[src/ppd_defines.svh]
// Offsets, field positions, reset values and bus codes of the port decode
`ifndef PPD_DEFINES_SVH
`define PPD_DEFINES_SVH

`define PPD_ADDR_W 13
`define PPD_IDX_W 11
`define PPD_IDX_LSB 2

`define PPD_IDX_DATA 11'h000
`define PPD_IDX_STATUS 11'h001
`define PPD_IDX_CTRL 11'h002
`define PPD_IDX_EPPADDR 11'h003
`define PPD_IDX_EPP0 11'h004
`define PPD_IDX_EPP1 11'h005
`define PPD_IDX_EPP2 11'h006
`define PPD_IDX_EPP3 11'h007
`define PPD_IDX_QUEUE 11'h400
`define PPD_IDX_CFGB 11'h401
`define PPD_IDX_ECR 11'h402
`define PPD_IDX_EIR 11'h403
`define PPD_IDX_EDR 11'h404
`define PPD_IDX_EAR 11'h405

`define PPD_L2_COUNT 4
`define PPD_L2_OFS_W 3
`define PPD_L2_CTRL0 3'h0
`define PPD_L2_CTRL2 3'h2
`define PPD_L2_CTRL4 3'h4
`define PPD_L2_RESCFG 3'h5
`define PPD_SLOT_CTRL0 0
`define PPD_SLOT_CTRL2 1
`define PPD_SLOT_CTRL4 2
`define PPD_SLOT_RESCFG 3

`define PPD_ALIGN_W 3
`define PPD_ECR_MODE_HI 7
`define PPD_ECR_MODE_LO 5
`define PPD_ECR_RW_LO 2
`define PPD_C0_FREEZE_BIT 5
`define PPD_CFG0_CFGA_BIT 7
`define PPD_CFG0_IRQ_HI 5
`define PPD_CFG0_IRQ_LO 3
`define PPD_CFG0_DMA_HI 1
`define PPD_CFG0_DMA_LO 0

`define PPD_RST_BYTE 8'h00
`define PPD_RST_WORD 32'h0000_0000
`define PPD_RESP_OKAY 2'h0
`define PPD_RESP_DECERR 2'h3

`endif

[src/ppd_pkg.sv]
// Types shared by the parallel port register decode
package ppd_pkg;

  typedef enum logic [2:0] {
    PPD_MODE_COMPAT = 3'h0,
    PPD_MODE_BIDIR = 3'h1,
    PPD_MODE_FIFO = 3'h2,
    PPD_MODE_ECP = 3'h3,
    PPD_MODE_EPP = 3'h4,
    PPD_MODE_RSVD = 3'h5,
    PPD_MODE_TEST = 3'h6,
    PPD_MODE_CFG = 3'h7
  } ppd_mode_e;

  typedef enum logic [4:0] {
    PPD_REG_NONE, PPD_REG_BAD, PPD_REG_DATA, PPD_REG_AQ, PPD_REG_STATUS,
    PPD_REG_CTRL, PPD_REG_EPPADDR, PPD_REG_EPPDATA, PPD_REG_CQ,
    PPD_REG_EQ, PPD_REG_TQ, PPD_REG_CFGA, PPD_REG_CFGB, PPD_REG_ECR,
    PPD_REG_EIR, PPD_REG_EDR, PPD_REG_EAR
  } ppd_reg_e;

  typedef logic [3:0][7:0] ppd_l2_t;

  typedef struct packed {
    logic [12:0] awaddr;
    logic awvalid;
    logic [31:0] wdata;
    logic [3:0] wstrb;
    logic wvalid;
    logic bready;
    logic [12:0] araddr;
    logic arvalid;
    logic rready;
  } ppd_axi_req_s;

  typedef struct packed {
    logic awready;
    logic wready;
    logic bvalid;
    logic [1:0] bresp;
    logic arready;
    logic rvalid;
    logic [31:0] rdata;
    logic [1:0] rresp;
  } ppd_axi_rsp_s;

  typedef struct packed {
    logic wrStb;
    ppd_reg_e wrTarget;
    logic [1:0] wrPort;
    logic [7:0] wrData;
    logic rdStb;
    ppd_reg_e rdTarget;
    logic [1:0] rdPort;
  } ppd_side_s;

  typedef struct packed {
    logic [7:0] dataLatch;
    logic [7:0] control;
    logic [7:0] eppTarget;
    ppd_mode_e mode;
  } ppd_port_s;

  typedef struct packed {
    logic awHeld;
    logic [12:0] awAddr;
    logic wHeld;
    logic [31:0] wData;
    logic [3:0] wStrb;
    logic bValid;
    logic [1:0] bResp;
    logic rValid;
    logic [31:0] rData;
    logic [1:0] rResp;
    logic [7:0] dataLatch;
    logic [7:0] control;
    logic [7:0] eppTarget;
    logic [7:0] extended_mode_control;
    logic [7:0] index;
  } ppd_state_s;

endpackage

[src/ppd_register_decode.sv]
// Parallel port register decode behind an AXI4-Lite slave
`timescale 1ns/100ps
`default_nettype none
`include "ppd_defines.svh"

module ppd_register_decode (
  input wire logic ref_clk,
  input wire logic rst,
  input wire logic ce,
  input wire logic [15:0] portBase,
  input wire ppd_pkg::ppd_axi_req_s axiReq,
  output ppd_pkg::ppd_axi_rsp_s axiRsp,
  input wire logic [7:0] statusIn,
  input wire logic fifoFull,
  input wire logic fifoEmpty,
  input wire logic fifoTag,
  input wire logic irqValue,
  input wire logic [7:0] sideRdData,
  output ppd_pkg::ppd_side_s sideAcc,
  output ppd_pkg::ppd_port_s portOut,
  output ppd_pkg::ppd_l2_t l2Regs
);

  ppd_pkg::ppd_state_s st;
  ppd_pkg::ppd_state_s nxt_st;

  ppd_pkg::ppd_mode_e mode;
  ppd_pkg::ppd_reg_e wrSel;
  ppd_pkg::ppd_reg_e rdSel;
  logic aligned;
  logic doWrite;
  logic laneOk;
  logic arFire;
  logic awFire;
  logic wFire;
  logic l2Wr;
  logic l2Hit;
  logic [7:0] l2RdData;
  logic [7:0] wrByte;
  logic [7:0] rdByte;
  logic [7:0] cfgA;
  logic [7:0] cfgB;
  logic [7:0] rescfg;
  logic freeze;

  // Address decode shared by the read and the write channel
  function automatic ppd_pkg::ppd_reg_e decodeReg(
    input logic [`PPD_ADDR_W-1:0] addr,
    input ppd_pkg::ppd_mode_e md,
    input logic al
  );
    logic [`PPD_IDX_W-1:0] idx;
    idx = addr[`PPD_ADDR_W-1:`PPD_IDX_LSB];
    decodeReg = ppd_pkg::PPD_REG_BAD;
    case (idx)
      `PPD_IDX_DATA: begin
        if (md == ppd_pkg::PPD_MODE_COMPAT ||
            md == ppd_pkg::PPD_MODE_BIDIR) begin
          decodeReg = ppd_pkg::PPD_REG_DATA;
        end else if (md == ppd_pkg::PPD_MODE_ECP) begin
          decodeReg = ppd_pkg::PPD_REG_AQ;
        end else begin
          decodeReg = ppd_pkg::PPD_REG_NONE;
        end
      end
      `PPD_IDX_STATUS: decodeReg = ppd_pkg::PPD_REG_STATUS;
      `PPD_IDX_CTRL: decodeReg = ppd_pkg::PPD_REG_CTRL;
      `PPD_IDX_EPPADDR: begin
        if (md == ppd_pkg::PPD_MODE_EPP && al) begin
          decodeReg = ppd_pkg::PPD_REG_EPPADDR;
        end else begin
          decodeReg = ppd_pkg::PPD_REG_NONE;
        end
      end
      `PPD_IDX_EPP0,
      `PPD_IDX_EPP1,
      `PPD_IDX_EPP2,
      `PPD_IDX_EPP3: begin
        if (md == ppd_pkg::PPD_MODE_EPP && al) begin
          decodeReg = ppd_pkg::PPD_REG_EPPDATA;
        end else begin
          decodeReg = ppd_pkg::PPD_REG_NONE;
        end
      end
      `PPD_IDX_QUEUE: begin
        unique case (md)
          ppd_pkg::PPD_MODE_FIFO: decodeReg = ppd_pkg::PPD_REG_CQ;
          ppd_pkg::PPD_MODE_ECP: decodeReg = ppd_pkg::PPD_REG_EQ;
          ppd_pkg::PPD_MODE_TEST: decodeReg = ppd_pkg::PPD_REG_TQ;
          ppd_pkg::PPD_MODE_CFG: decodeReg = ppd_pkg::PPD_REG_CFGA;
          ppd_pkg::PPD_MODE_COMPAT,
          ppd_pkg::PPD_MODE_BIDIR,
          ppd_pkg::PPD_MODE_EPP,
          ppd_pkg::PPD_MODE_RSVD: decodeReg = ppd_pkg::PPD_REG_NONE;
        endcase
      end
      `PPD_IDX_CFGB: begin
        if (md == ppd_pkg::PPD_MODE_CFG) begin
          decodeReg = ppd_pkg::PPD_REG_CFGB;
        end else begin
          decodeReg = ppd_pkg::PPD_REG_NONE;
        end
      end
      `PPD_IDX_ECR: decodeReg = ppd_pkg::PPD_REG_ECR;
      `PPD_IDX_EIR: begin
        decodeReg = al ? ppd_pkg::PPD_REG_EIR : ppd_pkg::PPD_REG_NONE;
      end
      `PPD_IDX_EDR: begin
        decodeReg = al ? ppd_pkg::PPD_REG_EDR : ppd_pkg::PPD_REG_NONE;
      end
      `PPD_IDX_EAR: decodeReg = ppd_pkg::PPD_REG_EAR;
      default: decodeReg = ppd_pkg::PPD_REG_BAD;
    endcase
  endfunction

  // The mode field drives every shared offset; code 101 selects nothing
  assign mode = ppd_pkg::ppd_mode_e'(
    st.extended_mode_control[`PPD_ECR_MODE_HI:`PPD_ECR_MODE_LO]);
  assign aligned = (portBase[`PPD_ALIGN_W-1:0] == '0);

  assign awFire = axiReq.awvalid && !st.awHeld && !st.bValid && ce;
  assign wFire = axiReq.wvalid && !st.wHeld && !st.bValid && ce;
  assign arFire = axiReq.arvalid && !st.rValid && ce;
  assign doWrite = st.awHeld && st.wHeld && !st.bValid && ce;
  assign laneOk = st.wStrb[0];
  assign wrByte = st.wData[7:0];

  assign wrSel = decodeReg(st.awAddr, mode, aligned);
  assign rdSel = decodeReg(axiReq.araddr, mode, aligned);

  assign rescfg = l2Regs[`PPD_SLOT_RESCFG];
  assign freeze = l2Regs[`PPD_SLOT_CTRL0][`PPD_C0_FREEZE_BIT];

  assign cfgA = {4'h0, rescfg[`PPD_CFG0_CFGA_BIT], 3'h0};
  assign cfgB = {1'b0, irqValue,
                 rescfg[`PPD_CFG0_IRQ_HI:`PPD_CFG0_IRQ_LO],
                 1'b0,
                 rescfg[`PPD_CFG0_DMA_HI:`PPD_CFG0_DMA_LO]};

  // A window write that lands on an empty slot is dropped by the slot logic
  assign l2Wr = doWrite && laneOk &&
                (wrSel == ppd_pkg::PPD_REG_EDR);

  ppd_level2_regs uL2 (
    .ref_clk(ref_clk),
    .rst(rst),
    .ce(ce),
    .wrEn(l2Wr),
    .offset(st.index[`PPD_L2_OFS_W-1:0]),
    .wrData(wrByte),
    .hit(l2Hit),
    .rdData(l2RdData),
    .regs(l2Regs)
  );

  // Read mux: write-only and deselected registers read back as zero
  always_comb begin
    rdByte = `PPD_RST_BYTE;
    unique case (rdSel)
      ppd_pkg::PPD_REG_DATA: rdByte = st.dataLatch;
      ppd_pkg::PPD_REG_STATUS: rdByte = statusIn;
      ppd_pkg::PPD_REG_CTRL: rdByte = st.control;
      ppd_pkg::PPD_REG_EPPADDR: rdByte = st.eppTarget;
      ppd_pkg::PPD_REG_EPPDATA: rdByte = sideRdData;
      ppd_pkg::PPD_REG_EQ: rdByte = sideRdData;
      ppd_pkg::PPD_REG_TQ: rdByte = sideRdData;
      ppd_pkg::PPD_REG_CFGA: rdByte = cfgA;
      ppd_pkg::PPD_REG_CFGB: rdByte = cfgB;
      ppd_pkg::PPD_REG_ECR: begin
        rdByte = {st.extended_mode_control[7:`PPD_ECR_RW_LO], fifoFull, fifoEmpty};
      end
      ppd_pkg::PPD_REG_EIR: rdByte = st.index;
      ppd_pkg::PPD_REG_EDR: rdByte = l2Hit ? l2RdData : `PPD_RST_BYTE;
      ppd_pkg::PPD_REG_EAR: rdByte = {fifoTag, 7'h00};
      ppd_pkg::PPD_REG_NONE,
      ppd_pkg::PPD_REG_BAD,
      ppd_pkg::PPD_REG_AQ,
      ppd_pkg::PPD_REG_CQ: rdByte = `PPD_RST_BYTE;
    endcase
  end

  // Next state of the bus slave and of the first-level registers
  always_comb begin
    nxt_st = st;

    if (awFire) begin
      nxt_st.awHeld = 1'b1;
      nxt_st.awAddr = axiReq.awaddr;
    end
    if (wFire) begin
      nxt_st.wHeld = 1'b1;
      nxt_st.wData = axiReq.wdata;
      nxt_st.wStrb = axiReq.wstrb;
    end

    if (doWrite) begin
      nxt_st.awHeld = 1'b0;
      nxt_st.wHeld = 1'b0;
      nxt_st.bValid = 1'b1;
      nxt_st.bResp = (wrSel == ppd_pkg::PPD_REG_BAD) ?
                     `PPD_RESP_DECERR : `PPD_RESP_OKAY;
      if (laneOk) begin
        unique case (wrSel)
          ppd_pkg::PPD_REG_DATA: nxt_st.dataLatch = wrByte;
          ppd_pkg::PPD_REG_CTRL: begin
            // Frozen control keeps the lines steady across a driver swap
            if (!freeze) begin
              nxt_st.control = wrByte;
            end
          end
          ppd_pkg::PPD_REG_EPPADDR: nxt_st.eppTarget = wrByte;
          ppd_pkg::PPD_REG_ECR: nxt_st.extended_mode_control = wrByte;
          ppd_pkg::PPD_REG_EIR: nxt_st.index = wrByte;
          ppd_pkg::PPD_REG_NONE,
          ppd_pkg::PPD_REG_BAD,
          ppd_pkg::PPD_REG_AQ,
          ppd_pkg::PPD_REG_STATUS,
          ppd_pkg::PPD_REG_EPPDATA,
          ppd_pkg::PPD_REG_CQ,
          ppd_pkg::PPD_REG_EQ,
          ppd_pkg::PPD_REG_TQ,
          ppd_pkg::PPD_REG_CFGA,
          ppd_pkg::PPD_REG_CFGB,
          ppd_pkg::PPD_REG_EDR,
          ppd_pkg::PPD_REG_EAR: nxt_st.index = st.index;
        endcase
      end
    end

    if (st.bValid && axiReq.bready && ce) begin
      nxt_st.bValid = 1'b0;
    end

    if (arFire) begin
      nxt_st.rValid = 1'b1;
      nxt_st.rData = {24'h00_0000, rdByte};
      nxt_st.rResp = (rdSel == ppd_pkg::PPD_REG_BAD) ?
                     `PPD_RESP_DECERR : `PPD_RESP_OKAY;
    end else if (st.rValid && axiReq.rready && ce) begin
      nxt_st.rValid = 1'b0;
    end
  end

  // Pushes and pops toward the queue and EPP engines outside this block
  always_comb begin
    sideAcc = '0;
    sideAcc.wrData = wrByte;
    sideAcc.wrTarget = wrSel;
    sideAcc.wrPort = st.awAddr[`PPD_IDX_LSB+1:`PPD_IDX_LSB];
    sideAcc.rdTarget = rdSel;
    sideAcc.rdPort = axiReq.araddr[`PPD_IDX_LSB+1:`PPD_IDX_LSB];
    if (doWrite && laneOk) begin
      unique case (wrSel)
        ppd_pkg::PPD_REG_AQ,
        ppd_pkg::PPD_REG_CQ,
        ppd_pkg::PPD_REG_EQ,
        ppd_pkg::PPD_REG_TQ,
        ppd_pkg::PPD_REG_EPPADDR,
        ppd_pkg::PPD_REG_EPPDATA: sideAcc.wrStb = 1'b1;
        ppd_pkg::PPD_REG_NONE,
        ppd_pkg::PPD_REG_BAD,
        ppd_pkg::PPD_REG_DATA,
        ppd_pkg::PPD_REG_STATUS,
        ppd_pkg::PPD_REG_CTRL,
        ppd_pkg::PPD_REG_CFGA,
        ppd_pkg::PPD_REG_CFGB,
        ppd_pkg::PPD_REG_ECR,
        ppd_pkg::PPD_REG_EIR,
        ppd_pkg::PPD_REG_EDR,
        ppd_pkg::PPD_REG_EAR: sideAcc.wrStb = 1'b0;
      endcase
    end
    // A pop consumes data, so it fires only on the accepted read
    if (arFire) begin
      sideAcc.rdStb = (rdSel == ppd_pkg::PPD_REG_EPPDATA) ||
                      (rdSel == ppd_pkg::PPD_REG_EQ) ||
                      (rdSel == ppd_pkg::PPD_REG_TQ);
    end
  end

  always_comb begin
    axiRsp.awready = !st.awHeld && !st.bValid && ce;
    axiRsp.wready = !st.wHeld && !st.bValid && ce;
    axiRsp.bvalid = st.bValid;
    axiRsp.bresp = st.bResp;
    axiRsp.arready = !st.rValid && ce;
    axiRsp.rvalid = st.rValid;
    axiRsp.rdata = st.rData;
    axiRsp.rresp = st.rResp;
  end

  assign portOut.dataLatch = st.dataLatch;
  assign portOut.control = st.control;
  assign portOut.eppTarget = st.eppTarget;
  assign portOut.mode = mode;

  always_ff @(posedge ref_clk or posedge rst) begin
    if (rst) begin
      st.awHeld <= 1'b0;
      st.awAddr <= '0;
      st.wHeld <= 1'b0;
      st.wData <= `PPD_RST_WORD;
      st.wStrb <= 4'h0;
      st.bValid <= 1'b0;
      st.bResp <= `PPD_RESP_OKAY;
      st.rValid <= 1'b0;
      st.rData <= `PPD_RST_WORD;
      st.rResp <= `PPD_RESP_OKAY;
      st.dataLatch <= `PPD_RST_BYTE;
      st.control <= `PPD_RST_BYTE;
      st.eppTarget <= `PPD_RST_BYTE;
      st.extended_mode_control <= `PPD_RST_BYTE;
      st.index <= `PPD_RST_BYTE;
    end else if (ce) begin
      st <= nxt_st;
    end
  end

endmodule
`default_nettype wire

[src/ppd_level2_regs.sv]
// Second-level registers reached through the extended index and window
`timescale 1ns/100ps
`default_nettype none
`include "ppd_defines.svh"

module ppd_level2_regs (
  input wire logic ref_clk,
  input wire logic rst,
  input wire logic ce,
  input wire logic wrEn,
  input wire logic [`PPD_L2_OFS_W-1:0] offset,
  input wire logic [7:0] wrData,
  output logic hit,
  output logic [7:0] rdData,
  output ppd_pkg::ppd_l2_t regs
);

  localparam logic [`PPD_L2_COUNT-1:0][`PPD_L2_OFS_W-1:0] SLOT_OFS = {
    `PPD_L2_RESCFG, `PPD_L2_CTRL4, `PPD_L2_CTRL2, `PPD_L2_CTRL0
  };

  ppd_pkg::ppd_l2_t st;
  ppd_pkg::ppd_l2_t nxt_st;
  logic [`PPD_L2_COUNT-1:0] match;

  genvar g;
  generate
    for (g = 0; g < `PPD_L2_COUNT; g++) begin : gSlot
      assign match[g] = (offset == SLOT_OFS[g]);
    end
  endgenerate

  always_comb begin
    nxt_st = st;
    rdData = `PPD_RST_BYTE;
    for (int i = 0; i < `PPD_L2_COUNT; i++) begin
      if (match[i]) begin
        rdData = st[i];
        if (wrEn) begin
          nxt_st[i] = wrData;
        end
      end
    end
  end

  // Offsets with no slot neither store nor answer
  assign hit = |match;
  assign regs = st;

  always_ff @(posedge ref_clk or posedge rst) begin
    if (rst) begin
      st <= '0;
    end else if (ce) begin
      st <= nxt_st;
    end
  end

endmodule
`default_nettype wire

[config.mk]
export PLATFORM = sky130hd
export DESIGN_NAME = ppd_register_decode
export DESIGN_NICKNAME = d
export VERILOG_FILES = /design/src/ppd_pkg.sv /design/src/ppd_register_decode.sv /design/src/ppd_level2_regs.sv
export VERILOG_INCLUDE_DIRS = /design/src /design/src/src
export SDC_FILE = /design/constraint.sdc
export NUM_CORES = 1
export LEC_CHECK = 0
export ABC_CLOCK_PERIOD_IN_PS = 5900
export BUFFER_PORTS_ARGS = -buffer_cell sky130_fd_sc_hd__buf_2
export CORE_MARGIN = 2
export CORE_UTILIZATION = 46
export CTS_CLUSTER_SIZE = 12
export DETAILED_ROUTE_END_ITERATION = 12
export GPL_TIMING_DRIVEN = 1
export PLACE_DENSITY_LB_ADDON = 0.08
export SLEW_MARGIN = 20
export SYNTH_ARGS = -nofsm -noshare
export SYNTH_HDL_FRONTEND = slang
export SYNTH_SLANG_ARGS = --single-unit
[constraint.sdc]
create_clock -name ref_clk -period 5.9 [get_ports ref_clk]
set_clock_uncertainty 0.15 [all_clocks]
set_input_delay 1.18 -clock ref_clk [delete_from_list [all_inputs] [get_ports ref_clk]]
set_output_delay 1.18 -clock ref_clk [all_outputs]
set_load 0.05 [all_outputs]
### Word-level counts from Yosys, hierarchy flattened

Memory sizes are Yosys's and may differ from the RTL's.
Cells that the tools add are included.

| cells by class | value |
|---|---|
| eq/ne operators | 65 |
| multiplexer cells | 28 |
| bitwise gates (word level) | 1 |
| reduce and logical (&&, ||, !) cells | 65 |

Operators with widths:

| cell | count |
|---|---|
| $eq 11x11->1 const B | 12 |
| $pmux 5 s11 | 2 |
| $pmux 8 s12 | 1 |
| $eq 11x3->1 const B | 8 |
| $eq 5x4->1 const B | 16 |
| $eq 11x2->1 const B | 4 |
| $eq 5x3->1 const B | 8 |
| $mux 8 | 5 |
| $mux 37 | 1 |
| $logic_and 1x1->1 | 23 |
| $eq 11x1->1 const B | 2 |
| $logic_not 11->1 | 2 |
| $eq 5x2->1 const B | 4 |
| $reduce_and 2->1 | 8 |
| $reduce_and 4->1 | 4 |
| $reduce_or 4->1 | 4 |
| $mux 14 | 1 |
| $eq 3x3->1 const B | 4 |
| $mux 4 | 3 |
| $reduce_and 3->1 | 4 |
| $reduce_or 11->1 | 1 |
| $eq 5x1->1 const B | 2 |
| $eq 5x5->1 const B | 2 |
| $logic_not 5->1 | 2 |
| 14 further kinds | 36 |

| word-level totals | value |
|---|---|
| bits in registers | 137 |
| memory bits (read-only) | 48 |
| output and inout port bits | 124 |
| word-level logic and storage cells | 180 |
| memories kept | 2 |

Memory list:

| name | words | bits a word | read ports | clocked after memory_dff | write ports | RTL line | RTL |
|---|---|---|---|---|---|---|---|
| (name not given) | 8 | 3 | 1 | 0 | 0 | ppd_register_decode.sv:86 | `unique case (md)` |
| (name not given) | 8 | 3 | 1 | 0 | 0 | ppd_register_decode.sv:86 |  |

### Depth between registers and ports, before layout

| logic depth | value |
|---|---|
| depth after elaboration | 8 |
| gate-level depth with buffers | 12 |
| gate-level depth less buffers | 9 |

### Modules after synthesis

A second synthesis with hierarchy kept.

| second synthesis, totals | value |
|---|---|
| cell total of the unflattened synthesis | 586 |
| area total of the unflattened synthesis | 6217.2 um^2 |

By module, submodules not included:

| module | times used | cells an instance | area each (um^2) | sequential area each (um^2) |
|---|---|---|---|---|
| ppd_register_decode | 1 | 482 | 4684.5 | 1801.7 |
| ppd_level2_regs | 1 | 104 | 1532.7 | 800.8 |

### Worst setup path after synthesis

OpenSTA, ideal clock, no wires.

| path | value |
|---|---|
| kind | input-to-output |
| start point | input portBase[1] |
| end point | output sideAcc[23] in the netlist's numbering |
| arrival | 4.777 ns |
| data required time | 4.570 ns |
| setup slack | -0.207 ns |
| cell stages on the path | 6 |
| path buffers | 0 |
| path through | or3_1 > nor3_1 > nor2_1 > o31ai_1 > o31ai_1 > a211oi_1 |

RTL lines:

| item | RTL line | RTL |
|---|---|---|
| start: declaration | ppd_register_decode.sv:10 | `input wire logic [15:0] portBase,` |
| end: declaration | ppd_register_decode.sv:19 | `output ppd_pkg::ppd_side_s sideAcc,` |

==> metrics.txt <==
IO Count=230; TritonCTS clock tree=yes; Final TNS setup=0 ps; most used cell, CP=buf_2; HPWL after detailed placement=12,400 um; post-layout power=2.11 mW; Final Hold Fails=0; Max Cap Viol=0; cell family with most CP delay=compound AO/OA/AOI/OAI gates; warnings from Yosys=0; maximum VDD drop=292 uV; Final ANT Viol Nets=0; post-CTS setup buffer count=0; Simple-Gate Fraction of Synth Area=14.6%; Sw Ratio=40.5%; met2 wire length=7720 um; Psw=0.854 mW; top-count cell post-synth=dfrtp_1; Seq pwr share=46.5%; total core area=0.0132 mm2; share of cells above drive strength 1=38.8%; WL met3=863 um; top cell type's share of synthesized area=41.6%; # clock sinks=104; Max Slew Vio Count=0; placer congestion estimate=0.865; crit path cell chain=buf_2 -> or4_4 -> nor4_2 -> buf_4 -> o311ai_1 -> a311o_1 -> o21ai_0 -> a21oi_1 -> nor3_1 -> buf_2; depth of the CTS H-tree=3; post-layout min period=5110 ps; clock share of power=27.2%; Pint=1.26 mW; final-report setup violation count=0; Comb pwr share=26.3%; Routed Wire Length=16,500 um; Clock Latency Late Sink=360 ps; die footprint=0.0146 mm2; synth cell count leaders=dfrtp_1 (104), mux2_2 (78), buf_4 (77); Synth area leader=dfrtp_1; worst slew pin tran=1120 ps; first-pass GRT wire length=26,200 um; Post-Syn Area=0.00626 mm2; distinct cell type count after synthesis=56; die height=121 um; drt first pass iters=4; Post-synth ARST share=100%; Residual DRC=0; Num CTS Buffers=9; EDFF count, synth=0; Pleak=3.51 nW; critical path type=in2out; Cells after Synth=636; Layout Nets=827; startpoint types=input pin; Worst EP required=4570 ps; Max Used Layer=met4; grt ovf=0; Yosys reg bits=104; top_reg_cell synth=dfrtp_1; Synth area leaders=dfrtp_1 (42%), mux2_2 (14%), buf_4 (9.2%), nand2_1 (2.9%), nor2_1 (2.8%); initial core utilization=47.3%; Rows=42; Hold-fix buffers, CTS=0; fill cell total of the finished layout=1,290; WL per Instance=18.3 um; clock slew at reported path FFs=70 ps; root buffer cell=clkbuf_16; IO buf count=161; DIE WIDTH=121 um; mux cell area share after synthesis=18.6%; initial detailed-routing violation count=297; CP Max Fanout=13; Hold Path Class=reg2reg; vias per cell=5.48; largest family of logic cells by synthesized area=multiplexers; status=finished, final reports clean; Max transition margin=24.7%; Max Root-Sink Buffers=2; Layout area overhead=11.5%; RSZ-0062 raised after global routing=false; slowest stage delay, CP=540 ps; Adder-Cell Fraction of Synth Area=0%; XOR/XNOR Fraction of Synth Area=0.140%; Seq/Total Area, Yosys=41.6%; initial antenna violation count=0; post-synthesis compound-gate area fraction=12.4%; cts repair resizes=0; Routed met1 length=7680 um; Pwr per Cell Area=302 mW/mm2; largest net degree at the start of global routing=73; syn avg cell area=9.84 um2; Tcrit/Tclk final=86.6%; Total GRT Usage=23.2%; worst path buffer plus inverter count=3; CP Capture Type=output port; arrival time worst endpoint=3780 ps; vias=4,939; Fmax=196 MHz; critical path's slowest cell=a311o_1; Ant. Diodes=0; vias in the first global route=4,833
## worst register-to-register path, cell delays in order, from the launching register on
cell      delay [ps]
dfrtp_1          380
or4_1            560
nor4_2           440
nand2b_1         230
o32a_1           390
nand2_1          200
inv_2             40
nor3_1           230
nand2_1          410
mux2_1           460
## sequential cells by signal, summed over array words and instances, names as in the netlist
name	cells
laneOk	1
portOut	27
uL2.regs	32
axiRsp	12
sideAcc	10
st	22
## stage by stage
step	worst slack (ps)	util, %	hold WS, ps	cells	area [um2]
after CTS	805	52.6	342	902	6970
after global placement	848	50.5	319	886	6690
final	788	52.7	337	902	6980
after global routing	581	52.7	362	902	6980
after floorplan	2.09	-	307	659	6350
after detailed placement	805	50.5	326	886	6690
## cells by family (layout without fill, tap and decap cells)
logic type | Yosys count | count (layout)
and+or+nand+nor | 175 | 175
buffers and inverters | 130 | 197
AOI/OAI and AO/OA | 120 | 120
muxes | 105 | 105
DFF | 104 | 104
other | 1 | 24
xor gates and xnor gates | 1 | 1
## path summary, 6_finish.rpt
| path | from | to | slack, ps | cells past startpoint |
|---|---|---|---|---|
| max | axiReq[9] | sideAcc[7] | 790 | 10 |
| min | axiRsp[5]$_DFFE_PP0P_ | axiRsp[5]$_DFFE_PP0P_ | 340 | 2 |
| max reg2reg | st[122]$_DFFE_PP0P_ | portOut[9]$_DFFE_PP0P_ | 2310 | 9 |
| min reg2reg | axiRsp[5]$_DFFE_PP0P_ | axiRsp[5]$_DFFE_PP0P_ | 340 | 2 |
| max in group asynchronous | rst | portOut[9]$_DFFE_PP0P_ | 3770 | 3 |
| min in group asynchronous | rst | sideAcc[14]$_DFFE_PP0P_ | 850 | 2 |
## layer usage
layer | GRT usage [%] | up-vias
met3 | 4.25 | 18
li1 | - | 2340
met2 | 36.9 | 152
met4 | 6.47 | 0
met5 | 0 | -
met1 | 32.5 | 2429
## power by group through the flow
stage / sequential [mW] / clock, mW / combinational, mW
3_3_place_gp: 0.991 / 0 / 0.553
2_1_floorplan: 0.864 / 0 / 0.608
6_report: 0.982 / 0.573 / 0.555
4_1_cts: 0.982 / 0.583 / 0.560
5_1_grt: 1.01 / 0.615 / 0.599
3_5_place_dp: 0.996 / 0 / 0.558
## cells in the final DEF (no fill, tap or decap), types with 5 or more instances in the layout
| master | n |
|---|---|
| buf_2 | 161 |
| dfrtp_1 | 104 |
| mux2_2 | 78 |
| nand2_1 | 49 |
| nor2_1 | 46 |
| o21ai_0 | 27 |
| conb_1 | 24 |
| a21oi_1 | 23 |
| nor3_1 | 19 |
| mux2i_1 | 17 |
| o21ai_1 | 17 |
| inv_1 | 11 |
| mux2_1 | 10 |
| nand3_1 | 9 |
| a221oi_1 | 9 |
| clkbuf_16 | 9 |
| a31oi_1 | 7 |
| o211a_1 | 7 |
| buf_4 | 7 |
| nand2b_1 | 6 |
| and2_1 | 6 |
| nor2b_1 | 5 |
| nor4_2 | 5 |
| a22oi_1 | 5 |
## layout make-up
cell class	instances	area (um2)	share of cell area (%)
tap	176	220	3.16
clock inverter	7	53.8	0.771
multi-input combinational	425	2970	42.5
timing repair buffer	168	858	12.3
clock buffer	9	225	3.23
inverter	13	51.3	0.735
sequential	104	2600	37.3
No activity file was read; power rests on OpenSTA's default activity.
